$ cat src/rtl/bra_pkg.sv
// Constants, types and timing for the bridge converter readout block
`default_nettype none
package bra_pkg;
	// Clock of this logic in ns
	localparam int          CLK_NS        = 10;
	// Master clock divisors per conversion at slow and fast rate
	localparam longint      MCLK_DIV_SLOW = 491520;
	localparam longint      MCLK_DIV_FAST = 61440;
	// Nominal master clock period is 78125/384 ns (4.9152 MHz)
	localparam longint      MCLK_NUM      = 78125;
	localparam longint      MCLK_DEN      = 384;
	localparam longint      CONV_SLOW_NS  = MCLK_DIV_SLOW * MCLK_NUM / MCLK_DEN;
	localparam longint      CONV_FAST_NS  = MCLK_DIV_FAST * MCLK_NUM / MCLK_DEN;
	// Settling, calibration and update times in ns
	localparam longint      SETTLE_FAST_NS = 51000000;
	localparam longint      SETTLE_SLOW_NS = 401000000;
	localparam longint      CAL_FAST_NS    = 101280000;
	localparam longint      CAL_SLOW_NS    = 801020000;
	localparam longint      UPDATE_NS      = 39000;
	// Cycle counts, longest times rounded down, least times rounded up
	localparam int CONV_FAST_CYC   = int'(CONV_FAST_NS / CLK_NS);
	localparam int CONV_SLOW_CYC   = int'(CONV_SLOW_NS / CLK_NS);
	localparam int SETTLE_FAST_CYC = int'(SETTLE_FAST_NS / CLK_NS);
	localparam int SETTLE_SLOW_CYC = int'(SETTLE_SLOW_NS / CLK_NS);
	localparam int CAL_FAST_CYC    = int'(CAL_FAST_NS / CLK_NS);
	localparam int CAL_SLOW_CYC    = int'(CAL_SLOW_NS / CLK_NS);
	localparam int UPDATE_CYC_I    = int'((UPDATE_NS + CLK_NS - 1) / CLK_NS);
	// Timer width and the update length at that width
	localparam int          CNT_W      = 27;
	localparam logic [26:0] UPDATE_CYC = UPDATE_CYC_I[26:0];
	// Result word and readout clock counts
	localparam int          DATA_W     = 24;
	localparam int          RAW_W      = 26;
	localparam logic [4:0]  BITS_LAST  = 5'h18;
	localparam logic [4:0]  BIT_FORCE  = 5'h19;
	localparam logic [4:0]  BIT_CAL    = 5'h1a;
	// Full-scale limits
	localparam logic signed [25:0] RAW_POS_FS  = 26'sh07fffff;
	localparam logic signed [25:0] RAW_NEG_FS  = 26'sh3800000;
	localparam logic [23:0]        CODE_POS_FS = 24'h7fffff;
	localparam logic [23:0]        CODE_NEG_FS = 24'h800000;
	// Register offsets
	localparam logic [7:0] OFS_CTRL   = 8'h00;
	localparam logic [7:0] OFS_STATUS = 8'h04;
	localparam logic [7:0] OFS_MASK   = 8'h08;
	localparam logic [7:0] OFS_RESULT = 8'h0c;
	localparam logic [7:0] OFS_STATE  = 8'h10;
	// Control bit positions and reset values
	localparam int         CTRL_CAL_BIT = 0;
	localparam logic [3:0] MASK_RESET   = 4'h0;
	// Event flags, also the layout of status and mask
	typedef struct packed {
		logic cal_done;
		logic settled;
		logic overrun;
		logic ready;
	} bra_evt_s;
	// Edges seen on the watched pins
	typedef struct packed {
		logic rise;
		logic fall;
		logic chan_change;
	} bra_edge_s;
	// Sequencer phases
	typedef enum logic [1:0] {
		ST_SETTLE,
		ST_UPDATE,
		ST_CONV,
		ST_CAL
	} bra_state_e;
endpackage : bra_pkg
`default_nettype wire

$ cat src/rtl/bra_pin_watch.sv
// Edge detection for the serial clock and the channel-select pins
`default_nettype none
module bra_pin_watch
	import bra_pkg::*;
(
	// Clock and reset
	input  wire logic      clk_i,
	input  wire logic      reset_n_i,
	// Pins
	input  wire logic      sclk_i,
	input  wire logic      channel_select_low_i,
	input  wire logic      channel_select_high_i,
	// Edges
	output bra_edge_s      edge_o
);
	logic       sclk_reg;
	logic       sclk_next;
	logic [1:0] chan_reg;
	logic [1:0] chan_next;

	// Previous pin levels
	always_comb
	begin
		sclk_next = sclk_i;
		chan_next = {channel_select_high_i, channel_select_low_i};
	end

	always_ff @(posedge clk_i or negedge reset_n_i)
	begin
		if (!reset_n_i)
		begin
			sclk_reg <= 1'b0;
			chan_reg <= 2'h0;
		end
		else
		begin
			sclk_reg <= sclk_next;
			chan_reg <= chan_next;
		end
	end

	// Edges against the previous level
	always_comb
	begin
		edge_o.rise        = sclk_i & ~sclk_reg;
		edge_o.fall        = ~sclk_i & sclk_reg;
		edge_o.chan_change = (chan_next != chan_reg);
	end
endmodule : bra_pin_watch
`default_nettype wire

$ cat src/rtl/bra_readout.sv
// Sequencer and serial readout of the bridge converter
//
// How it works
// Period timer reloads results without any command
// Channel change raises line, waits settle time
// Host discards four results after abrupt change
// Period is master divisor 491520 or 61440
// Results are 24-bit two's complement words
// Raw values clip at 7fffff and 800000
// Line low announces; first rise shows MSB
// Each further rise shows next lower bit
// Twenty-fifth rise forces line high until ready
// Otherwise last bit stays until update raises
// Host waits for low line before clocking
// Unread result overwritten after one period
// Host stays off during 39 us update
// Host gives two extra clocks for calibration
// Falling 26th clock starts calibration, inputs cut
// Calibration ends with settled result, line low
// Host keeps clock quiet while calibrating
// Durations scale with master clock period
// Host samples after rise, builds signed word
`default_nettype none
module bra_readout
	import bra_pkg::*;
#(
	// Long counts, shortened in simulation
	parameter int CONV_FAST   = CONV_FAST_CYC,
	parameter int CONV_SLOW   = CONV_SLOW_CYC,
	parameter int SETTLE_FAST = SETTLE_FAST_CYC,
	parameter int SETTLE_SLOW = SETTLE_SLOW_CYC,
	parameter int CAL_FAST    = CAL_FAST_CYC,
	parameter int CAL_SLOW    = CAL_SLOW_CYC
)
(
	// Clock and reset
	input  wire logic             clk_i,
	input  wire logic             reset_n_i,
	// Converter pins
	input  wire logic             speed_i,
	input  wire logic             channel_select_low_i,
	input  wire logic             channel_select_high_i,
	input  wire logic             sclk_i,
	output logic                  ready_and_serial_out_o,
	// Modulator side
	input  wire logic [RAW_W-1:0] raw_i,
	output logic                  input_disconnect_o,
	// Register port
	input  wire logic [7:0]       addr_i,
	input  wire logic [31:0]      wdata_i,
	input  wire logic             wr_i,
	input  wire logic             rd_i,
	output logic [31:0]           rdata_o,
	// Interrupt
	output logic                  irq_o
);
	bra_edge_s           pin_edge;
	bra_state_e          state_reg;
	bra_state_e          state_next;
	logic [CNT_W-1:0]    cnt_reg;
	logic [CNT_W-1:0]    cnt_next;
	logic [DATA_W-1:0]   shift_reg;
	logic [DATA_W-1:0]   shift_next;
	logic [DATA_W-1:0]   result_reg;
	logic [DATA_W-1:0]   result_next;
	logic [4:0]          bit_reg;
	logic [4:0]          bit_next;
	logic                dout_reg;
	logic                dout_next;
	logic                disc_reg;
	logic                disc_next;
	logic                pending_reg;
	logic                pending_next;
	bra_evt_s            evt;
	bra_evt_s            status_reg;
	bra_evt_s            status_next;
	bra_evt_s            mask_reg;
	bra_evt_s            mask_next;
	logic                irq_reg;
	logic                irq_next;
	logic [31:0]         rdata_reg;
	logic [31:0]         rdata_next;
	logic                soft_cal;
	logic                load;
	logic [CNT_W-1:0]    conv_cyc;
	logic [CNT_W-1:0]    settle_cyc;
	logic [CNT_W-1:0]    cal_cyc;

	// Clip the filter value to the 24-bit code range
	function automatic logic [DATA_W-1:0] bra_sat24(
		input logic [RAW_W-1:0] v
	);
		logic signed [RAW_W-1:0] s;
		s = $signed(v);
		if (s > RAW_POS_FS)
			return CODE_POS_FS;
		else if (s < RAW_NEG_FS)
			return CODE_NEG_FS;
		else
			return v[DATA_W-1:0];
	endfunction : bra_sat24

	// Pick the count for the rate pin
	function automatic logic [CNT_W-1:0] bra_rate(
		input logic sel_fast,
		input int   fast,
		input int   slow
	);
		logic [31:0] n;
		n = sel_fast ? fast : slow;
		return n[CNT_W-1:0];
	endfunction : bra_rate

	// Pin edges
	bra_pin_watch u_watch (
		.clk_i                 (clk_i),
		.reset_n_i             (reset_n_i),
		.sclk_i                (sclk_i),
		.channel_select_low_i  (channel_select_low_i),
		.channel_select_high_i (channel_select_high_i),
		.edge_o                (pin_edge)
	);

	// Durations at the selected rate
	always_comb
	begin
		conv_cyc   = bra_rate(speed_i, CONV_FAST, CONV_SLOW);
		settle_cyc = bra_rate(speed_i, SETTLE_FAST, SETTLE_SLOW);
		cal_cyc    = bra_rate(speed_i, CAL_FAST, CAL_SLOW);
	end

	// Software calibration request from the control register
	assign soft_cal = wr_i && (addr_i == OFS_CTRL) && wdata_i[CTRL_CAL_BIT];

	// Sequencer and shifter next state
	always_comb
	begin
		state_next   = state_reg;
		cnt_next     = cnt_reg + 27'h1;
		shift_next   = shift_reg;
		result_next  = result_reg;
		bit_next     = bit_reg;
		dout_next    = dout_reg;
		disc_next    = 1'b0;
		pending_next = pending_reg;
		load         = 1'b0;
		evt          = '0;
		if (pin_edge.chan_change)
		begin
			state_next = ST_SETTLE;
			cnt_next   = '0;
			dout_next  = 1'b1;
		end
		else
		begin
			case (state_reg)
				ST_SETTLE:
				begin
					dout_next = 1'b1;
					if (cnt_reg >= settle_cyc - 27'h1)
					begin
						load        = 1'b1;
						evt.settled = 1'b1;
					end
				end
				ST_UPDATE:
				begin
					dout_next = 1'b1;
					if (cnt_reg >= UPDATE_CYC - 27'h1)
						load = 1'b1;
				end
				ST_CAL:
				begin
					dout_next = 1'b1;
					disc_next = 1'b1;
					if (cnt_reg >= cal_cyc - 27'h1)
					begin
						load         = 1'b1;
						evt.cal_done = 1'b1;
					end
				end
				ST_CONV:
				begin
					if (cnt_reg >= conv_cyc - 27'h1)
					begin
						state_next = ST_UPDATE;
						cnt_next   = '0;
						dout_next  = 1'b1;
						evt.overrun = pending_reg;
					end
					else if (soft_cal ||
						(pin_edge.fall && bit_reg == BIT_CAL))
					begin
						state_next = ST_CAL;
						cnt_next   = '0;
						dout_next  = 1'b1;
						disc_next  = 1'b1;
					end
					else if (pin_edge.rise)
					begin
						pending_next = 1'b0;
						if (bit_reg < BITS_LAST)
						begin
							dout_next  = shift_reg[DATA_W-1];
							shift_next = {shift_reg[DATA_W-2:0], 1'b0};
							bit_next   = bit_reg + 5'h1;
						end
						else if (bit_reg == BITS_LAST)
						begin
							dout_next = 1'b1;
							bit_next  = BIT_FORCE;
						end
						else if (bit_reg == BIT_FORCE)
							bit_next = BIT_CAL;
					end
				end
				default:
				begin
					state_next = ST_SETTLE;
					cnt_next   = '0;
					dout_next  = 1'b1;
				end
			endcase
		end
		// Present a new result and start a fresh period
		if (load)
		begin
			result_next  = bra_sat24(raw_i);
			shift_next   = bra_sat24(raw_i);
			bit_next     = '0;
			dout_next    = 1'b0;
			pending_next = 1'b1;
			state_next   = ST_CONV;
			cnt_next     = UPDATE_CYC;
			evt.ready    = 1'b1;
		end
	end

	always_ff @(posedge clk_i or negedge reset_n_i)
	begin
		if (!reset_n_i)
		begin
			state_reg   <= ST_SETTLE;
			cnt_reg     <= '0;
			shift_reg   <= '0;
			result_reg  <= '0;
			bit_reg     <= '0;
			dout_reg    <= 1'b1;
			disc_reg    <= 1'b0;
			pending_reg <= 1'b0;
		end
		else
		begin
			state_reg   <= state_next;
			cnt_reg     <= cnt_next;
			shift_reg   <= shift_next;
			result_reg  <= result_next;
			bit_reg     <= bit_next;
			dout_reg    <= dout_next;
			disc_reg    <= disc_next;
			pending_reg <= pending_next;
		end
	end

	// Status, mask, interrupt and read data next values
	always_comb
	begin
		status_next = status_reg;
		mask_next   = mask_reg;
		rdata_next  = '0;
		if (rd_i)
		begin
			case (addr_i)
				OFS_STATUS:
				begin
					rdata_next  = {28'h0, status_reg};
					status_next = '0;
				end
				OFS_MASK:   rdata_next = {28'h0, mask_reg};
				OFS_RESULT: rdata_next = {8'h0, result_reg};
				OFS_STATE:  rdata_next = {16'h0, 6'h0, state_reg, 3'h0, bit_reg};
				default:    rdata_next = '0;
			endcase
		end
		if (wr_i && addr_i == OFS_MASK)
			mask_next = wdata_i[3:0];
		// Events set over a clearing read
		status_next = status_next | evt;
		irq_next    = |(status_reg & mask_reg);
	end

	always_ff @(posedge clk_i or negedge reset_n_i)
	begin
		if (!reset_n_i)
		begin
			status_reg <= '0;
			mask_reg   <= MASK_RESET;
			irq_reg    <= 1'b0;
			rdata_reg  <= '0;
		end
		else
		begin
			status_reg <= status_next;
			mask_reg   <= mask_next;
			irq_reg    <= irq_next;
			rdata_reg  <= rdata_next;
		end
	end

	// Outputs straight from flops
	assign ready_and_serial_out_o = dout_reg;
	assign input_disconnect_o     = disc_reg;
	assign rdata_o                = rdata_reg;
	assign irq_o                  = irq_reg;
endmodule : bra_readout
`default_nettype wire

$ cat config.mk
export PLATFORM = sky130hd
export DESIGN_NAME = bra_readout
export DESIGN_NICKNAME = d
export VERILOG_FILES = /design/src/rtl/bra_pkg.sv /design/src/rtl/bra_pin_watch.sv /design/src/rtl/bra_readout.sv
export SDC_FILE = /design/constraint.sdc
export NUM_CORES = 1
export LEC_CHECK = 0
export ABC_AREA = 1
export BUFFER_PORTS_ARGS = -buffer_cell sky130_fd_sc_hd__buf_2
export CORE_ASPECT_RATIO = 0.6
export CORE_UTILIZATION = 32
export CTS_CLUSTER_DIAMETER = 30
export DETAILED_ROUTE_END_ITERATION = 8
export PLACE_DENSITY = 0.51
export SLEW_MARGIN = 10
export SYNTH_ARGS = -nofsm -noshare
export SYNTH_HDL_FRONTEND = slang
export SYNTH_SLANG_ARGS = --single-unit
$ cat constraint.sdc
create_clock -name clk_i -period 2.9 [get_ports clk_i]
set_input_delay 0.29 -clock clk_i [delete_from_list [all_inputs] [get_ports clk_i]]
set_output_delay 0.29 -clock clk_i [all_outputs]
set_load 0.02 [all_outputs]
==> results of run 1 <==
## layout make-up
cell class                 instances  area share
tap                              279     0.04119
clock inverter                    12     0.01373
inverter                          95     0.04207
timing repair buffer             104     0.07942
multi-input combinational        688      0.4123
clock buffer                      20     0.05388
sequential                       121      0.3574
## cell usage after synthesis, types with 2 or more instances
cell type and instances:
inv_2 20, or2_1 2, nand3_1 44, and3_1 2, nand2_2 6, o21ai_0 63, ha_1 31, clkbuf_1 6
nor4_2 3, xnor2_1 2, xor2_1 14, nor2_2 17, buf_4 13, mux2_2 4, nor2_1 98, a21oi_1 29
nand3b_1 3, o31ai_1 3, nor2_4 2, nor3_1 25, buf_6 4, nand4_1 11, inv_1 74, nand2_1 268
buf_2 15, or2_2 3, o22ai_1 2, o21ai_1 27, dfrtp_1 120, nor3_2 2, a221oi_1 2
## power groups by stage
| stage | clock network [uW] | registers [uW] | logic (uW) |
|---|---|---|---|
| finish | 2080 | 1850 | 456 |
| global route | 2210 | 1860 | 520 |
| CTS | 2120 | 1850 | 457 |
| detailed placement | 0 | 1880 | 450 |
| global placement | 0 | 1880 | 450 |
| floorplan | 0 | 1850 | 287 |
## cell families (layout without fill, tap and decap cells)
family | count (synthesis) | after routing | synth area share
flip-flops | 121 | 121 | 0.4270
AO/OA/AOI/OAI | 137 | 137 | 0.1064
XOR/XNOR | 16 | 16 | 0.01975
multiplexers | 4 | 4 | 0.006349
adder cells (fa/ha/maj) | 31 | 31 | 0.05467
buffers and inverters | 133 | 231 | 0.08413
other | 1 | 8 | 0.0005286
AND/OR/NAND/NOR | 492 | 492 | 0.3012
## metrics by stage
stage               cells  instance area, um2  setup WS, ns
floorplan             942                7121        0.6921
global placement     1284                7873        0.1378
detailed placement   1284                7873        0.1279
CTS                  1319                8476        0.2409
global route         1319                8476       0.06993
finish               1319                8476        0.2288
## layer usage
layer | vias up | share of wire | global-route usage
met3 | 12 | 0.066 | 0.04199
met5 | - | 0 | 0
met4 | 0 | 0.0098 | 0.04514
met1 | 2926 | 0.58 | 0.3273
li1 | 3188 | - | -
met2 | 171 | 0.34 | 0.2053
## path summary, 6_finish.rpt
kind                                     to  slack [ns]  depth (start not counted)
min                        u_watch.sclk_reg        0.07                          1
min in group asynchronous       cnt_reg[15]        0.36                          2
max in group asynchronous     shift_reg[19]        1.76                          3
max                            shift_reg[7]        0.23                         14
max reg2reg                    shift_reg[7]        0.23                         14
min reg2reg                    shift_reg[0]        0.47                          2
## worst max-delay path: cells and delay by family, from the launching register on
family,cells,cell delay [ns]
AOI/OAI and AO/OA,2,0.41
DFF,1,0.48
adders and majority gates,1,0.43
and+or+nand+nor,10,1.07
buffers and inverters,1,0.22
## repair_timing
action	4_1_cts	5_1_grt
resized for setup	0	0
hold endpoints to repair	35	0
hold buffers	3	0
setup endpoints to repair	0	0
==> results.tsv, run 1 <==
metric	value	unit
status	completed	
nNetsFinal	1132	
p_leak	0.004191	uW
comb_power_share	0.104	
tightest_slew	1.062	ns
synth_area_leader_cell	dfrtp_1	
crit_chain	ha_1, nand2_1, nor2_1, nand2_1, nor2_1, nand2_1, nand2_1, o21bai_2, nand3_4, nand2_4, buf_12, o21ai_0, nand2_1, nand2_1	
async_reset_ff_frac	1.000	
firstDrtPassIters	5	
clkSinkCount	121	
grt_pass1_wl	32.48	mm
period_minus_slack	2.671	ns
cts_tree	yes	
dpl.hpwl	15.59	mm
cts-root-buf	clkbuf_16	
drtIter0Drc	603	
finalHoldViolCount	0	
drcViolationCount	0	
worst_slew_margin_rel	0.2859	
grt_remaining_overflow	0	
largest_reg_flops	27	
die_y	117.3	um
path_clk_slew	0.06	ns
die_w	194.2	um
fin_crit_sh	0.9211	
reg2reg_from	cnt_reg[19]	
htree_levels	4	
clock_latency	0.43	ns
end_kind	flip-flop	
grt_pass1_vias	5600	
setup-violations-final	0	
timing.fmax	374.4	MHz
final_common_cell	nand2_1	
hold_start	sclk_i	
p_sw_frac	0.2792	
yosysWarnings	0	
irDropWorstVdd	0.4174	mV
tns	0	ns
fin_hold_ws	0.06582	ns
die-area	22790	um2
post-route-util	0.3962	
postRouteAntennaNets	0	
p_per_area	518.0	nW/um2
hold_class	input pin to flip-flop	
wirelength	20.61	mm
pwr-share-clk	0.475	
finClkSkew	0.01120	ns
mostFrequentLayoutCells	nand2_1, dfrtp_1, nor2_1	
synth_top_cell_area_share	0.4233	
syn_avg_cell_area	7.587	um2
crit_arrival	3.04	ns
critPathMostFrequentCell	nand2_1	
clockBufferDepth	2	
switching_power	1226	uW
rows	41	
synth.area.top_cells	dfrtp_1, nand2_1, ha_1	
p_seq_frac	0.422	
critPathLaunchType	flip-flop	
io_buffers	72	
start_util	0.3316	
rsz0062_at_grt	no	
ys_ff_latch	121	
drv_slew	0	
cp_max_fo	56	
p_int	3165	uW
required	3.26	ns
seq_area_frac_synth	0.4270	
synth_ff_type	dfrtp_1	
grtUsageTotal	0.1857	
cts_made_buffers	17	
total_power	4391	uW
area_delta_synth_final	19.47	%
core-area	21390	um2
io_pins	109	
place_congestion	0.9001	
antenna_found_initial	0	
maxCapViolCount	0	
wl_per_cell	15.62	um
via_per_inst	4.774	
netlist_area	7094	um2
multi_input_area	3495	um2
worstSetupStartpoint	cnt_reg[19]	
synth_edf_count	0	
grt_max_degree	61	
fillers	2212	
synth_cell_type_count	51	
post_cts_buffers	0	
num_vias	6297	
diodes	0	
regArea	3029	um2
slowest_delay	0.48	ns
crit_path_top_delay_cell	dfrtp_1	
netlist_instances	935	
drive_gt1_frac	0.1885	
critPathKind	flip-flop to flip-flop	
No activity file was read; power rests on OpenSTA's default activity.
==> run 2: changes to the inputs <==
--- a/config.mk
+++ b/config.mk
@@ -9,6 +9,7 @@
 export BUFFER_PORTS_ARGS = -buffer_cell sky130_fd_sc_hd__buf_2
 export CORE_ASPECT_RATIO = 0.6
 export CORE_UTILIZATION = 32
+export CTS_BUF_LIST = sky130_fd_sc_hd__clkbuf_8
 export CTS_CLUSTER_DIAMETER = 30
 export DETAILED_ROUTE_END_ITERATION = 8
 export PLACE_DENSITY = 0.51
==> results.tsv, run 2 (synthesis gave the netlist of run 1 again) <==
metric	value	unit	change
p_int	2658	uW	-16%
finClkSkew	0.01520	ns	+0.004004 ns
dpl.hpwl	15.59	mm	unchanged
grtUsageTotal	0.1851		-0.0005655
cts_tree	yes		
critPathMostFrequentCell	nand2_1		
firstDrtPassIters	5		unchanged
p_leak	0.004112	uW	-1.9%
antenna_found_initial	0		unchanged
die_w	194.2	um	unchanged
clkSinkCount	121		unchanged
fin_crit_sh	0.9151		-0.005961
tightest_slew	1.059	ns	-0.002963 ns
fin_hold_ws	0.06991	ns	+0.004084 ns
pwr-share-clk	0.396		-0.079
wirelength	20.53	mm	-0.38%
worst_slew_margin_rel	0.2879		+0.001992
status	completed		
reg2reg_from	cnt_reg[19]		
p_sw_frac	0.3029		+0.02367
rrSetupSlack	0.25	ns	+0.02 ns
ctsResizeCount	0		unchanged
rr_worst_depth	14		unchanged
io_pins	109		unchanged
mostFrequentLayoutCells	nand2_1, dfrtp_1, nor2_1		
comb_power_share	0.120		+0.016
finalHoldViolCount	0		unchanged
final_area	8294	um2	-2.1%
place_congestion	0.9001		unchanged
end_kind	flip-flop		
path_clk_slew	0.08	ns	+0.02 ns
tns	0	ns	unchanged
path_buf_inv	1		unchanged
required	3.30	ns	+0.04 ns
p_per_area	459.7	nW/um2	-11%
grt_remaining_overflow	0		unchanged
rsz0062_at_grt	no		
clock_latency	0.46	ns	+0.03 ns
critPathKind	flip-flop to flip-flop		
post_cts_buffers	0		unchanged
crit_arrival	3.05	ns	about the same
p_seq_frac	0.485		+0.063
cp_max_fo	56		unchanged
period_minus_slack	2.654	ns	-0.01729 ns
slowest_delay	0.49	ns	about the same
worstSetupStartpoint	cnt_reg[19]		
grt_max_degree	61		unchanged
post-route-util	0.3877		-0.008481
cts_hold_buf	4		+1
timing.fmax	376.8	MHz	+0.65%
area_delta_synth_final	16.91	%	
drv_slew	0		unchanged
cpLargestDelayFamily	simple AND/OR/NAND/NOR gates		
diodes	0		unchanged
start_util	0.3316		unchanged
drtIter0Drc	531		-12%
io_buffers	72		unchanged
grt_pass1_wl	32.45	mm	about the same
critPathLaunchType	flip-flop		
clockBufferDepth	2		unchanged
cts_made_buffers	17		unchanged
core-area	21390	um2	unchanged
rows	41		unchanged
wl_per_cell	15.55	um	-0.46%
via_per_inst	4.728		-0.96%
final_common_cell	nand2_1		
drcViolationCount	0		unchanged
total_power	3813	uW	-13%
crit_path_top_delay_cell	dfrtp_1		
rr_endpoint	shift_reg[7]		
irDropWorstVdd	0.2857	mV	-32%
die-area	22790	um2	unchanged
cts-root-buf	clkbuf_8		
num_vias	6241		-0.89%
largest_reg_flops	27		unchanged
maxCapViolCount	0		unchanged
die_y	117.3	um	unchanged
drive_gt1_frac	0.1883		about the same
cp.depth	14		unchanged
crit_chain	ha_1, nand2_1, nor2_1, nand2_1, nor2_1, nand2_1, nand2_1, o21bai_2, nand3_4, nand2_4, buf_12, o21ai_0, nand2_1, nand2_1		
postRouteAntennaNets	0		unchanged
crit_path_end	shift_reg[7]		
grt_pass1_vias	5625		+0.45%
place_area	7873	um2	unchanged
nNetsFinal	1133		+0.088%
switching_power	1155	uW	-5.8%
htree_levels	4		unchanged
hold_class	input pin to flip-flop		
setup-violations-final	0		unchanged
-- run 2: cell count changes in the layout (fill, tap and decap cells not counted), sizes merged --
| cell | delta |
|---|---|
| clkbuf | -1 |
| inv | +1 |
| dlygate4sd3 | +1 |
-- run 2: worst min path at each step --
stage	startpoint	to	slack (ns)	cells after the start
2_1_floorplan	reset_n_i	bit_reg[0]	-0.006	0
3_3_place_gp	reset_n_i	cnt_reg[15]	0.29	1
3_5_place_dp	reset_n_i	cnt_reg[15]	0.28	1
4_1_cts	wdata_i[2]	mask_reg[2]	0.04	2
5_1_grt	wdata_i[3]	mask_reg[3]	0.04	2
6_report	wdata_i[3]	mask_reg[3]	0.07	2
-- run 2: metrics by stage --
| stage | cells | worst slack [ns] |
|---|---|---|
| finish | 1320 | 0.2461 |
| global route | 1320 | 0.05558 |
| CTS | 1320 | 0.2310 |
| detailed placement | 1284 | 0.1279 |
| global placement | 1284 | 0.1378 |
| floorplan | 942 | 0.6921 |
-- run 2: worst reg2reg max path: cells and delay by family (launching register included) --
kind	cells	cell delay, ns
and+or+nand+nor	10	1.07
DFF	1	0.49
adders and majority gates	1	0.43
AOI/OAI and AO/OA	2	0.39
buffers and inverters	1	0.22
-- run 2: area by class of cell --
cell class                      instances  area (um2)
Multi-Input combinational cell        688        3495
Inverter                               95       356.6
Tap cell                              279       349.1
Sequential cell                       121        3029
Timing Repair Buffer                  105       683.2
Clock buffer                           19       261.5
Fill cell                            2240       13100
Clock inverter                         13       120.1
-- run 2: per-layer routing --
metal	vias up	global-route usage	wire, um
li1	3187	-	-
met3	17	0.03768	1196
met1	2887	0.3262	12070
met5	-	0	0
met2	150	0.2057	7034
met4	0	0.05010	228
-- run 2: power by group through the flow --
| stage | Combinational [uW] | Clock, uW | Sequential [uW] |
|---|---|---|---|
| CTS | 458 | 1540 | 1850 |
| global route | 521 | 1630 | 1860 |
| floorplan | 287 | 0 | 1850 |
| detailed placement | 450 | 0 | 1880 |
| global placement | 450 | 0 | 1880 |
| finish | 456 | 1510 | 1850 |
